File: config.mk
export PLATFORM = sky130hd
export DESIGN_NAME = pclk_top
export DESIGN_NICKNAME = d
export VERILOG_FILES = /design/src/inc/pclk_pkg.sv /design/src/inc/pclk_dly_if.sv /design/src/hw/pclk_dly.sv /design/src/hw/pclk_top.sv
export SDC_FILE = /design/constraint.sdc
export NUM_CORES = 1
export LEC_CHECK = 0
export BUFFER_PORTS_ARGS = -buffer_cell sky130_fd_sc_hd__clkbuf_2
export CORE_ASPECT_RATIO = 1.4
export CORE_UTILIZATION = 33
export DETAILED_ROUTE_END_ITERATION = 6
export HOLD_SLACK_MARGIN = 0.02
export PLACE_DENSITY_LB_ADDON = 0.15
export RECOVER_POWER = 100
export SKIP_LAST_GASP = 1
export SLEW_MARGIN = 40
export SYNTH_ARGS = -nofsm -noshare
export SYNTH_HDL_FRONTEND = slang
export SYNTH_SLANG_ARGS = --single-unit
File: constraint.sdc
create_clock -name CORE_CLK -period 5.8 [get_ports CORE_CLK]
set_input_delay 1.74 -clock CORE_CLK [delete_from_list [all_inputs] [get_ports CORE_CLK]]
set_output_delay 1.74 -clock CORE_CLK [all_outputs]
set_load 0.05 [all_outputs]
File: src/inc/pclk_pkg.sv
`default_nettype none
package pclk_pkg;

   // Programming port geometry
   localparam int REG_COUNT = 16;
   localparam int NIB_W     = 4;

   // Register targets of the nibble port
   localparam logic [3:0] IDX_POSTDIV = 4'h0;
   localparam logic [3:0] IDX_N_LO    = 4'h1;
   localparam logic [3:0] IDX_N_HI    = 4'h2;
   localparam logic [3:0] IDX_H_LO    = 4'h3;
   localparam logic [3:0] IDX_H_HI    = 4'h4;
   localparam logic [3:0] IDX_L_MOD   = 4'h5;
   localparam logic [3:0] IDX_DELAY   = 4'h6;
   localparam logic [3:0] IDX_S_MOD   = 4'h7;
   localparam logic [3:0] IDX_CTRL_A  = 4'h8;
   localparam logic [3:0] IDX_CTRL_B  = 4'h9;

   // Control nibble A and B bit positions
   localparam int CA_FB_SEL  = 0;
   localparam int CA_FB_OE   = 1;
   localparam int CA_SYS_SEL = 2;
   localparam int CA_TEST    = 3;
   localparam int CB_STOP    = 0;
   localparam int CB_ORST    = 1;

   // Largest post divider exponent, ratio 128
   localparam logic [3:0] POSTDIV_MAX = 4'h7;

   // Nibble image after reset: all zero, system clock from crystal
   localparam logic [63:0] REG_RESET = 64'h0000_0000_0000_0000;

   // Stored configurations of the ROM variant, nibble i at bits 4i+3:4i
   localparam logic [7:0][63:0] ROM_IMAGE = {
      64'h0000_0007_3F00_7F07, 64'h0000_0006_2F00_3F06,
      64'h0000_0007_1F01_1F05, 64'h0000_0003_0F02_0F04,
      64'h0000_0002_0F03_0703, 64'h0000_0002_0700_0302,
      64'h0000_0002_0300_0101, 64'h0000_0002_0100_0100};

   // APB map
   localparam int          APB_ADDR_W = 12;
   localparam logic [11:0] APB_CTRL   = 12'h000;
   localparam logic [11:0] APB_STATUS = 12'h004;
   localparam int          CTRL_ROM   = 0;
   localparam int          STS_ROM    = 0;
   localparam int          STS_SEL    = 1;
   localparam int          STS_RUN    = 4;
   localparam int          STS_TEST   = 5;
   localparam int          STS_SYSSEL = 6;
   localparam int          STS_UP     = 7;
   localparam int          STS_DN     = 8;

   // Phase detector state
   typedef enum logic [1:0] {PFD_IDLE, PFD_UP, PFD_DN} pclk_pfd_t;

endpackage
`default_nettype wire

File: src/inc/pclk_dly_if.sv
`timescale 1ns/1ps
`default_nettype none
interface pclk_dly_if;
   logic       tick;
   logic       load_clk;
   logic [3:0] delay;
   logic       delayed;
   modport core (output tick, output load_clk, output delay, input delayed);
   modport dly  (input tick, input load_clk, input delay, output delayed);
endinterface
`default_nettype wire

File: src/hw/pclk_dly.sv
`timescale 1ns/1ps
`default_nettype none
module pclk_dly (
   // Clock and reset
   input  wire logic clk,
   input  wire logic nrst,
   // Link to the core
   pclk_dly_if.dly   lnk
);
   import pclk_pkg::*;

   typedef struct packed {
      logic [14:0] hist;
      logic        out;
   } pclk_dly_state_t;

   pclk_dly_state_t st;
   pclk_dly_state_t next_st;

   // History advances on system clock ticks only
   always_comb begin
      next_st = st;
      if (lnk.tick) begin
         next_st.hist = {st.hist[13:0], lnk.load_clk};
      end
      if (lnk.delay == 4'h0) begin
         next_st.out = lnk.load_clk;
      end else begin
         next_st.out = st.hist[4'(lnk.delay - 4'h1)];
      end
   end

   always_ff @(posedge clk) begin
      if (!nrst) begin
         st <= '0;
      end else begin
         st <= next_st;
      end
   end

   assign lnk.delayed = st.out;

   a_delay_zero_pass: assert property (@(posedge clk) disable iff (!nrst)
      lnk.delay == 4'h0 |=> lnk.delayed == $past(lnk.load_clk))
      else $error("zero delay does not follow the load clock");

   a_delay_one_tap: assert property (@(posedge clk) disable iff (!nrst)
      lnk.tick ##1 (lnk.delay == 4'h1) |=> lnk.delayed == $past(lnk.load_clk, 2))
      else $error("one tick delay tap is wrong");

endmodule // pclk_dly
`default_nettype wire

File: src/hw/pclk_top.sv
// Register access over APB and the placing of the registers were decided locally.
`timescale 1ns/1ps
`default_nettype none
module pclk_top (
   // Clock and reset
   input  wire logic                            CORE_CLK,
   input  wire logic                            NRST,
   // APB slave
   input  wire logic                            PSEL,
   input  wire logic                            PENABLE,
   input  wire logic                            PWRITE,
   input  wire logic [pclk_pkg::APB_ADDR_W-1:0] PADDR,
   input  wire logic [31:0]                     PWDATA,
   output logic      [31:0]                     PRDATA,
   output logic                                 PREADY,
   output logic                                 PSLVERR,
   // Nibble programming port
   input  wire logic [3:0]                      REG_SELECT_LINES,
   input  wire logic [3:0]                      WRITE_NIBBLE_LINES,
   input  wire logic                            WRITE_ENABLE,
   // ROM variant control pins
   input  wire logic                            TEST_MODE_ENABLE,
   input  wire logic                            OSC_STOP,
   input  wire logic                            OSC_RESET_CTL,
   // Phase detector inputs
   input  wire logic                            PRIMARY_REFERENCE_INPUT,
   input  wire logic                            SECONDARY_REFERENCE_INPUT,
   input  wire logic                            SECONDARY_FEEDBACK_INPUT,
   // Primary feedback pin
   input  wire logic                            PRIMARY_FEEDBACK_I,
   output logic                                 PRIMARY_FEEDBACK_O,
   output logic                                 PRIMARY_FEEDBACK_OE,
   // Crystal
   input  wire logic                            CRYSTAL_IN,
   output logic                                 CRYSTAL_OUTPUT,
   // Clock outputs
   output logic                                 PIXEL_TICK,
   output logic                                 LOAD_CLOCK_OUT,
   output logic                                 DELAYED_LOAD_CLOCK,
   output logic                                 SYS_CLK,
   // Charge pump and filter
   output logic                                 PRIMARY_PUMP_UP,
   output logic                                 PRIMARY_PUMP_DN,
   output logic                                 SECONDARY_PUMP_UP,
   output logic                                 SECONDARY_PUMP_DN,
   output logic                                 PRIMARY_FILTER_NODE_PULLDOWN
);
   import pclk_pkg::*;

   typedef struct packed {
      logic [15:0][3:0] regs;
      logic             rom_variant;
      logic [2:0]       rom_sel;
      logic [6:0]       post_cnt;
      logic             pix_tick;
      logic [7:0]       n_cnt;
      logic [7:0]       h_cnt;
      logic             n_out;
      logic             h_out;
      logic [7:0]       l_cnt;
      logic             load_clk;
      logic [7:0]       s_cnt;
      logic             sys_div;
      logic             sys_tick;
      logic             sys_out;
      logic             fb_out;
      logic             crystal_q;
      logic             primary_reference_input_q;
      logic             secondary_reference_input_q;
      logic             primary_feedback_input_q;
      logic             secondary_feedback_input_q;
      pclk_pfd_t        pfd1;
      pclk_pfd_t        pfd2;
      logic             filt;
      logic [31:0]      prdata;
      logic             pslverr;
   } pclk_state_t;

   pclk_state_t st;
   pclk_state_t next_st;

   pclk_dly_if dly_link ();

   // Shared counter step: returns wrap flag and next count
   function automatic logic [8:0] cnt_step(input logic [7:0] cnt, input logic [7:0] modv);
      logic [8:0] res;
      res = {1'b0, cnt + 8'h01};
      if (cnt >= modv) begin
         res = {1'b1, 8'h00};
      end
      return res;
   endfunction

   // Post divider terminal count for ratio 2**code, clamped at 128
   function automatic logic [6:0] post_m1(input logic [3:0] code);
      logic [3:0] k;
      k = (code > POSTDIV_MAX) ? POSTDIV_MAX : code;
      return 7'((8'h01 << k) - 8'h01);
   endfunction

   // Rising-edge phase frequency detector step
   function automatic pclk_pfd_t pfd_next(input pclk_pfd_t cur, input logic r, input logic f);
      pclk_pfd_t res;
      res = cur;
      if (r && f) begin
         res = PFD_IDLE;
      end else if (r) begin
         res = (cur == PFD_DN) ? PFD_IDLE : PFD_UP;
      end else if (f) begin
         res = (cur == PFD_UP) ? PFD_IDLE : PFD_DN;
      end
      return res;
   endfunction

   // Effective configuration and controls
   logic [15:0][3:0] cfg;
   logic             fb_sel;
   logic             fb_oe;
   logic             sys_sel;
   logic             test_on;
   logic             osc_halt;
   logic             osc_rst;
   logic             osc_tick;
   logic             primary_reference_input_rise;
   logic             secondary_reference_input_rise;
   logic             primary_feedback_input_rise;
   logic             secondary_feedback_input_rise;
   logic [31:0]      status_word;
   logic [8:0]       n_step;
   logic [8:0]       h_step;
   logic [8:0]       l_step;
   logic [8:0]       s_step;

   // ROM variant takes its image from the stored table, bus variant from writes
   always_comb begin
      cfg      = st.rom_variant ? ROM_IMAGE[st.rom_sel] : st.regs;
      fb_sel   = cfg[IDX_CTRL_A][CA_FB_SEL];
      fb_oe    = cfg[IDX_CTRL_A][CA_FB_OE];
      sys_sel  = cfg[IDX_CTRL_A][CA_SYS_SEL];
      test_on  = st.rom_variant ? TEST_MODE_ENABLE : cfg[IDX_CTRL_A][CA_TEST];
      osc_halt = st.rom_variant ? OSC_STOP : cfg[IDX_CTRL_B][CB_STOP];
      osc_rst  = st.rom_variant ? OSC_RESET_CTL : cfg[IDX_CTRL_B][CB_ORST];
   end

   // Edge detectors; inputs are synchronous so one stage suffices
   assign primary_reference_input_rise = PRIMARY_REFERENCE_INPUT && !st.primary_reference_input_q;
   assign secondary_reference_input_rise = SECONDARY_REFERENCE_INPUT && !st.secondary_reference_input_q;
   assign primary_feedback_input_rise = PRIMARY_FEEDBACK_I && !st.primary_feedback_input_q;
   assign secondary_feedback_input_rise = SECONDARY_FEEDBACK_INPUT && !st.secondary_feedback_input_q;

   // Oscillator modelled as one tick per core cycle, or per step in test mode
   assign osc_tick = !osc_halt && !osc_rst && (test_on ? secondary_reference_input_rise : 1'b1);

   // Counter steps
   assign n_step = cnt_step(st.n_cnt, {cfg[IDX_N_HI], cfg[IDX_N_LO]});
   assign h_step = cnt_step(st.h_cnt, {cfg[IDX_H_HI], cfg[IDX_H_LO]});
   assign l_step = cnt_step(st.l_cnt, {4'h0, cfg[IDX_L_MOD]});
   assign s_step = cnt_step(st.s_cnt, {4'h0, cfg[IDX_S_MOD]});

   // Status word for APB reads
   always_comb begin
      status_word               = 32'h0000_0000;
      status_word[STS_ROM]      = st.rom_variant;
      status_word[STS_SEL +: 3] = st.rom_sel;
      status_word[STS_RUN]      = !osc_halt && !osc_rst;
      status_word[STS_TEST]     = test_on;
      status_word[STS_SYSSEL]   = sys_sel;
      status_word[STS_UP]       = (st.pfd1 == PFD_UP);
      status_word[STS_DN]       = (st.pfd1 == PFD_DN);
   end

   // Next state of the whole block
   always_comb begin
      next_st          = st;
      next_st.pix_tick = 1'b0;
      next_st.sys_tick = 1'b0;

      // APB: read data and error latched in setup, valid through access
      if (PSEL && !PENABLE) begin
         next_st.pslverr = !((PADDR == APB_CTRL) || (PADDR == APB_STATUS));
         if (PADDR == APB_STATUS) begin
            next_st.prdata = status_word;
         end else if (PADDR == APB_CTRL) begin
            next_st.prdata = {31'h0000_0000, st.rom_variant};
         end else begin
            next_st.prdata = 32'h0000_0000;
         end
      end
      if (PSEL && PENABLE && PWRITE && (PADDR == APB_CTRL)) begin
         next_st.rom_variant = PWDATA[CTRL_ROM];
      end

      // Level-sensitive nibble port; every enabled cycle rewrites the target
      if (WRITE_ENABLE) begin
         if (st.rom_variant) begin
            next_st.rom_sel = REG_SELECT_LINES[2:0];
         end else begin
            next_st.regs[REG_SELECT_LINES] = WRITE_NIBBLE_LINES;
         end
      end

      // Post divider feeding the pixel clock
      if (osc_tick) begin
         if (st.post_cnt >= post_m1(cfg[IDX_POSTDIV])) begin
            next_st.post_cnt = 7'h00;
            next_st.pix_tick = 1'b1;
         end else begin
            next_st.post_cnt = 7'(st.post_cnt + 7'h01);
         end
      end

      // Feedback counters; test strobe reloads N regardless of ticks
      if (test_on && secondary_feedback_input_rise) begin
         next_st.n_cnt = 8'h00;
      end else if (osc_tick) begin
         next_st.n_cnt = n_step[7:0];
         if (n_step[8]) begin
            next_st.n_out = !st.n_out;
         end
      end
      if (osc_tick) begin
         next_st.h_cnt = h_step[7:0];
         if (h_step[8]) begin
            next_st.h_out = !st.h_out;
         end
      end

      // Load clock toggles each L wrap of pixel ticks
      if (st.pix_tick) begin
         next_st.l_cnt = l_step[7:0];
         if (l_step[8]) begin
            next_st.load_clk = !st.load_clk;
         end
      end

      // S counter gives the internal system clock and its tick
      if (osc_tick) begin
         next_st.s_cnt = s_step[7:0];
         if (s_step[8]) begin
            next_st.sys_div  = !st.sys_div;
            next_st.sys_tick = 1'b1;
         end
      end

      // Output muxes registered to keep pins glitch free
      next_st.fb_out    = fb_sel ? st.h_out : st.n_out;
      next_st.sys_out   = sys_sel ? st.sys_div : st.crystal_q;
      next_st.crystal_q = !CRYSTAL_IN;

      // Phase detectors; reset clears the primary, test mode the secondary
      next_st.pfd1 = osc_rst ? PFD_IDLE : pfd_next(st.pfd1, primary_reference_input_rise, primary_feedback_input_rise);
      next_st.pfd2 = test_on ? PFD_IDLE : pfd_next(st.pfd2, secondary_reference_input_rise, secondary_feedback_input_rise);
      next_st.filt = osc_rst;

      // Edge history
      next_st.primary_reference_input_q = PRIMARY_REFERENCE_INPUT;
      next_st.secondary_reference_input_q = SECONDARY_REFERENCE_INPUT;
      next_st.primary_feedback_input_q = PRIMARY_FEEDBACK_I;
      next_st.secondary_feedback_input_q = SECONDARY_FEEDBACK_INPUT;
   end

   // State register; reset leaves select bits low
   always_ff @(posedge CORE_CLK) begin
      if (!NRST) begin
         st      <= '0;
         st.regs <= REG_RESET;
      end else begin
         st <= next_st;
      end
   end

   // Delay line for the delayed load clock
   assign dly_link.tick     = st.sys_tick;
   assign dly_link.load_clk = st.load_clk;
   assign dly_link.delay    = cfg[IDX_DELAY];

   pclk_dly u_dly (
      .clk  (CORE_CLK),
      .nrst (NRST),
      .lnk  (dly_link)
   );

   // Output drive
   assign PRDATA                       = st.prdata;
   assign PREADY                       = 1'b1;
   assign PSLVERR                      = st.pslverr;
   assign PRIMARY_FEEDBACK_O           = st.fb_out;
   assign PRIMARY_FEEDBACK_OE          = fb_oe;
   assign CRYSTAL_OUTPUT               = st.crystal_q;
   assign PIXEL_TICK                   = st.pix_tick;
   assign LOAD_CLOCK_OUT               = st.load_clk;
   assign DELAYED_LOAD_CLOCK           = dly_link.delayed;
   assign SYS_CLK                      = st.sys_out;
   assign PRIMARY_PUMP_UP              = (st.pfd1 == PFD_UP);
   assign PRIMARY_PUMP_DN              = (st.pfd1 == PFD_DN);
   assign SECONDARY_PUMP_UP            = (st.pfd2 == PFD_UP);
   assign SECONDARY_PUMP_DN            = (st.pfd2 == PFD_DN);
   assign PRIMARY_FILTER_NODE_PULLDOWN = st.filt;

   a_write_hits_target: assert property (@(posedge CORE_CLK) disable iff (!NRST)
      WRITE_ENABLE && !st.rom_variant
      |=> st.regs[$past(REG_SELECT_LINES)] == $past(WRITE_NIBBLE_LINES))
      else $error("nibble write did not land in the selected register");

   a_write_spares_other: assert property (@(posedge CORE_CLK) disable iff (!NRST)
      WRITE_ENABLE && !st.rom_variant
      |=> st.regs[4'($past(REG_SELECT_LINES) + 4'h1)]
          == $past(st.regs[4'(REG_SELECT_LINES + 4'h1)]))
      else $error("write disturbed a neighbouring register");

   a_rom_select_latch: assert property (@(posedge CORE_CLK) disable iff (!NRST)
      WRITE_ENABLE && st.rom_variant ##1 !WRITE_ENABLE [*2]
      |-> st.rom_sel == $past(REG_SELECT_LINES[2:0], 2))
      else $error("configuration select not held after enable");

   a_stop_halts_pixel: assert property (@(posedge CORE_CLK) disable iff (!NRST)
      osc_halt [*2] |=> !PIXEL_TICK)
      else $error("pixel tick while oscillator stopped");

   a_feedback_route: assert property (@(posedge CORE_CLK) disable iff (!NRST)
      $stable(fb_sel) && fb_sel |=> PRIMARY_FEEDBACK_O == $past(st.h_out))
      else $error("primary feedback not sourced from H counter");

   a_sysclk_crystal: assert property (@(posedge CORE_CLK)
      !NRST ##1 NRST [*2] |-> SYS_CLK == $past(st.crystal_q))
      else $error("system clock not from crystal after reset");

   a_test_loads_n: assert property (@(posedge CORE_CLK) disable iff (!NRST)
      test_on && secondary_feedback_input_rise |=> st.n_cnt == 8'h00)
      else $error("test strobe did not load the N counter");

   a_test_single_step: assert property (@(posedge CORE_CLK) disable iff (!NRST)
      test_on && !secondary_reference_input_rise |=> !PIXEL_TICK)
      else $error("pixel tick in test mode without a step");

   a_reset_pulls_filter: assert property (@(posedge CORE_CLK) disable iff (!NRST)
      osc_rst |=> PRIMARY_FILTER_NODE_PULLDOWN && !PIXEL_TICK && !PRIMARY_PUMP_UP)
      else $error("oscillator reset did not halt and pull the filter");

   a_pfd_rising_up: assert property (@(posedge CORE_CLK) disable iff (!NRST)
      !osc_rst && st.pfd1 == PFD_IDLE && primary_reference_input_rise && !primary_feedback_input_rise |=> PRIMARY_PUMP_UP)
      else $error("reference rising edge did not raise pump up");

endmodule // pclk_top
`default_nettype wire

---- Yosys cells after proc, flatten, opt, wreduce, memory -nomap -nowiden ----
Memory sizes are Yosys's and may differ from the RTL's. A register that Yosys moved wholly into a read port is not among the register bits.
Cells that the tools add are included.
storage, ports and cells
  bits in read-only memories .............. 512
  input bits .............................. 66
  memories ................................ 1
  flip-flop bits (word level) ............. 174
operators by class
  bitwise operators ....................... 3
  muxes and demuxes ....................... 34
  reductions and logical operators ........ 42
  shift-type cells ........................ 1
  $add $sub $neg .......................... 7
  $lt $le $gt $ge ......................... 10
  equal/unequal tests ..................... 5
memory list
  memory            words  bits a word  read ports  clocked after memory_dff  wr ports  RTL line         source
  (name not given)  8      64           1           1                         0         pclk_top.sv:136  cfg = st.rom_variant ? ROM_IMAGE[st.rom_sel] : st.regs;
operator list
  kind                   count
  $mux W38               2
  $bwmux W64             1
  $mux W9                5
  $add A8 B1 Y8 const B  4
  $demux W4 S4           1
  $ge A8 B4 Y1           2
  $ge A8 B8 Y1           2
  $logic_and A1 B1 Y1    14
  $logic_not A1 Y1       13
  $mux W1                13
  $eq A12 B3 Y1 const B  1
  $logic_not A12 Y1      1
  $mux W2                6
  $reduce_and A2 Y1      6
  $lt A4 B5 Y1 const B   2
  $mux W4                2
  $add A7 B1 Y7 const B  1
  $ge A7 B7 Y1           1
  $mux W7                1
  $shl A1 B4 Y7 const A  1
  $sub A7 B1 Y7 const B  1
  $mux W3                2
  $reduce_or A3 Y1       2
  $bmux W1 S4            1
  12 further kinds       17

---- Logic depth before layout (Yosys ltp) ----
  depth in word-level cells ............... 9
  gate-level depth with buffers ........... 15
  gate-level depth less buffers ........... 12

---- Cells and area by module ----
From an unflattened synthesis, not the netlist that was laid out.
unflattened totals
  cell total of the unflattened synthesis .. 803
  area, all modules ....................... 6,950.4 sq um
modules (own cells, without submodules)
  module    sequential area each (sq um)  instances  area an instance (sq um)  cells an instance
  pclk_top  2,442.3                       1          6,137.1                   729
  pclk_dly  320.3                         1          813.3                     74

---- Worst setup path before layout ----
OpenSTA, ideal clock, no wires.
  path kind ............................... register -> output
  start ................................... register st[93] (netlist name)
  end ..................................... output PRIMARY_FEEDBACK_OE
  required time ........................... 4.060 ns
  slack ................................... 2.741 ns
  arrival time ............................ 1.319 ns
  stages on the path, launching flop included .. 5
  cell sequence ........................... dfxtp_1 -> buf_6 -> clkbuf_1 -> clkbuf_1 -> or2_2
on the way
  cells in the longest elaborated chain, start to end .. 1
ends and longest elaborated chain
  what                    RTL line         source
  start, declared         pclk_top.sv:79   pclk_state_t st;
  start signal, assigned  pclk_top.sv:268  st <= next_st;
  $mux W38                pclk_top.sv:136
  end, declared           pclk_top.sv:32   output logic PRIMARY_FEEDBACK_OE,
Every way passes these cells.

==> parameters.txt <==
Parameter                              Value

Synthesis
  Synth top area share    0.399
  Instance count of the mapped netlist    slightly below 800
  Syn Std Cell Area    0.00692 mm²
  Compound-cell area share of the yosys netlist    0.0998
  Biggest area consumer among synthesized cells    sky130_fd_sc_hd__dfxtp_1
  Adder and majority cell fraction of the synthesized area    0.0705
  Count of yosys warnings during synthesis    0
  Async set-or-reset flop fraction in the synthesized netlist    0
  Most instantiated flip-flop cell in the synthesis netlist    sky130_fd_sc_hd__dfxtp_1
  Synth area leaders    sky130_fd_sc_hd__dfxtp_1, sky130_fd_sc_hd__mux2i_1, sky130_fd_sc_hd__ha_1, sky130_fd_sc_hd__nor2_1, sky130_fd_sc_hd__nand2_1
  Post-synth EDFFs    0
  XOR/XNOR share of the synthesized area    0.0203
  Largest family of logic cells by synthesized area    simple AND/OR/NAND/NOR gates
  Post-Synth Simple-Gate Area    0.222
  Fraction of the yosys area taken by sequential cells    0.399
  Number of distinct library cell variants in the gate-level netlist after synthesis    57
  Most frequent cells after synthesis    sky130_fd_sc_hd__dfxtp_1, sky130_fd_sc_hd__nor2_1, sky130_fd_sc_hd__mux2i_1, sky130_fd_sc_hd__nand2_1, sky130_fd_sc_hd__ha_1
  Yosys reg bits    138
  Mean post-synth cell area    around 9 µm²
  Count leader, synth    sky130_fd_sc_hd__dfxtp_1
  Fraction of synthesized area in multiplexers    0.112

STA
  Worst relative slew slack    -0.265
  Final cycle utilization of the critical path    0.693
  Timing-limited maximum frequency    about 250 MHz
  Final-layout worst hold slack    0.453 ns
  Final setup vio count    0
  Setup ws final    between 1.5 and 2 ns
  Final count of hold timing violations    0
  Clock Skews    0.00916 ns
  Setup repair after global routing missed its margin    no
  Setup TNS Final    0 ns
  Count of final max-slew check failures    42
  Actual transition at the worst max-transition pin    1.90 ns
  Min Tclk post-route    4.02 ns

Floorplanning
  Initial core utilization    0.337
  Placeable Area    0.0206 mm²
  Die Ht    about 170 µm
  Die outline area    0.0216 mm²
  Count of standard-cell rows    62
  Overall die width    roughly 120 µm
  I/O pin count    between 100 and 150

Placement
  Placed standard-cell area    0.00724 mm²
  Pre-CTS setup slack    2.12 ns
  Number of buffers inserted by port buffering    56
  Estimated wirelength of the detail-placed design    10800 µm
  Placed Cells    approximately 1100
  Gp weighted congestion    roughly 0.72

Routing
  Average wire length per cell after detail routing    about 14 µm
  Number of design-rule violations left by the first detailed-router iteration    roughly 160
  Routed wire length    15300 µm
  TritonRoute pass-1 iters    4
  Number of vias after detailed routing    5253
  Vias per inst    4.83
  DRC violation count after routing    0
  Number of nets with antenna violations after routing    0

Clocking
  Num CTS Buffers    17
  Worst-Skew Late Latency    0.42 ns
  Clock Tree Buf Depth    2
  Clock slew at the register clock pins of the worst setup and hold paths    roughly 0.060 ns
  Clk Tree Root Cell    sky130_fd_sc_hd__clkbuf_16
  Sinks on Clock Net    138
  Hold buffer count at cts    0
  Clock tree from TritonCTS    yes
  Count of cells resized by post-cts repair    0
  CTS HTree Levels    4
  Number of post-CTS setup repair buffers    0

Power
  Leak pwr    3.14 nW
  Cell-internal power    1.67 mW
  Switching share of power    0.260
  Total power consumption of the routed design    2.26 mW
  Sw Pwr    0.589 mW
  P per Cell Area    291 mW/mm²
  IR drop worst, VDD    199 µV
  Fraction of power consumed by sequential logic    0.438
  Portion of total power attributed to combinational logic    0.088
  Clock share of power    0.475

Worst setup path
  Buffer and inverter count on the worst path    2
  Worst reg2reg path depth    9
  Family with the most delay on the worst path    buffers and inverters
  Critical Path, Cell by Cell    clkbuf_1, clkbuf_1, o21ai_0, a21oi_1
  Critical path capture point type    register
  Register-to-register path setup slack    2.11 ns
  Critical path startpoint category    input pin
  Critical path data arrival time    ~4.4 ns
  Largest stage delay on the critical path    1.36 ns
  Worst reg2reg path startpoint    st[93]
  Data required time of the critical path    6.13 ns
  Biggest fanout along the worst timing path    41
  Critical path's most frequent cell    sky130_fd_sc_hd__clkbuf_1
  Critical path type    input pin to register
  Cell with the largest stage delay on the worst path    sky130_fd_sc_hd__clkbuf_1
  Reg-to-reg critical path endpoint    st[89]

Run
  Count of max-cap constraint violations    1

Min path
  Depth of the worst hold-timing path    2
  Endpoint, Worst Hold    st[105]
  Hold/Removal Path Class    register to register
  Worst min-delay path startpoint    st[105]

Finish
  Register ranked first by flip-flop count    st
  Multi-input gate area in the final layout    0.00373 mm²
  Fillcell total    2129
  Post-layout nets    924
  Layout Cells excl Fill    1087
  Post-route cell area    0.00778 mm²
  Area delta synth->final    12.4%
  Diodes inserted    0
  Layout cell share with drive strength beyond 1    0.0951
  Register Area    approximately 0.0028 mm²
  Final core utilization    0.378
  Number of flip-flops in the largest register    between 90 and 100

Global route
  Maximum number of pins on one net before global-route repair    42
  Total global-route track usage    0.148
  First-pass GRT wire length    ~26000 µm
  Number of global-route vias before repair    5203
  Grt ovf    0
  Number of antenna violations at the first check in global routing    0

Status
  Violations in the final reports    max-capacitance violations, max-slew violations
  Run status    finished, violations left
-- placed cells by master (no fill, tap or decap), types with 26 or more instances in the layout --
cell type	synthesis	layout
sky130_fd_sc_hd__o21ai_0	27	29
sky130_fd_sc_hd__dfxtp_1	138	137
sky130_fd_sc_hd__inv_1	26	26
sky130_fd_sc_hd__nand3_1	36	36
sky130_fd_sc_hd__nand2_1	67	67
sky130_fd_sc_hd__mux2i_1	70	70
sky130_fd_sc_hd__ha_1	39	39
sky130_fd_sc_hd__a21oi_1	30	31
sky130_fd_sc_hd__nor2_1	82	82
sky130_fd_sc_hd__clkbuf_1	28	28
sky130_fd_sc_hd__clkbuf_2	0	31
-- cell type report --
type / instances / share of cell area
clock buffer: 18 / 0.0565
clock inverter: 13 / 0.0183
inverter: 26 / 0.0125
multi-input combinational: 574 / 0.480
sequential: 138 / 0.355
tap: 256 / 0.0412
timing repair buffer: 62 / 0.0364
-- how the worst max path moves through the flow --
stage                              startpoint                   to  slack, ns  cells past startpoint
floorplan                              st[93]  PRIMARY_FEEDBACK_OE       2.74                      4
global placement    SECONDARY_REFERENCE_INPUT               st[73]       2.15                      7
detailed placement           TEST_MODE_ENABLE               st[73]       2.12                      7
CTS                                    st[93]  PRIMARY_FEEDBACK_OE       2.43                      2
global route                             NRST               st[48]       1.26                      4
finish                                   NRST               st[48]       1.78                      4
-- logic make-up after synthesis --
logic type | Yosys count
DFF | 138
adders and majority gates | 39
and+or+nand+nor | 309
buffers and inverters | 99
muxes | 74
AOI/OAI and AO/OA | 112
xor gates and xnor gates | 16
other | 2
-- power groups by stage --
stage | Combinational [mW] | Clock [mW] | Sequential (mW)
finish | 0.199 | 1.07 | 0.990
floorplan | 0.155 | 0 | 1.02
global route | 0.219 | 1.14 | 0.993
CTS | 0.206 | 1.11 | 0.990
global placement | 0.204 | 0 | 1.01
detailed placement | 0.205 | 0 | 1.01
-- tightest hold or removal path, stage by stage (launching register included) --
cell	delay (ns)
sky130_fd_sc_hd__dfxtp_1	0.31
sky130_fd_sc_hd__nand2_1	0.05
sky130_fd_sc_hd__a21oi_1	0.05
-- per-layer routing --
layer	global-route usage	vias to the layer above	part of all wire	wire length [µm]
li1	-	2728	-	-
met1	0.172	2438	0.45	6900
met2	0.264	68	0.51	7770
met3	0.0333	19	0.025	385
met4	0.0532	0	0.017	257
met5	0	-	0	0
No activity file was read; power rests on OpenSTA's default activity.
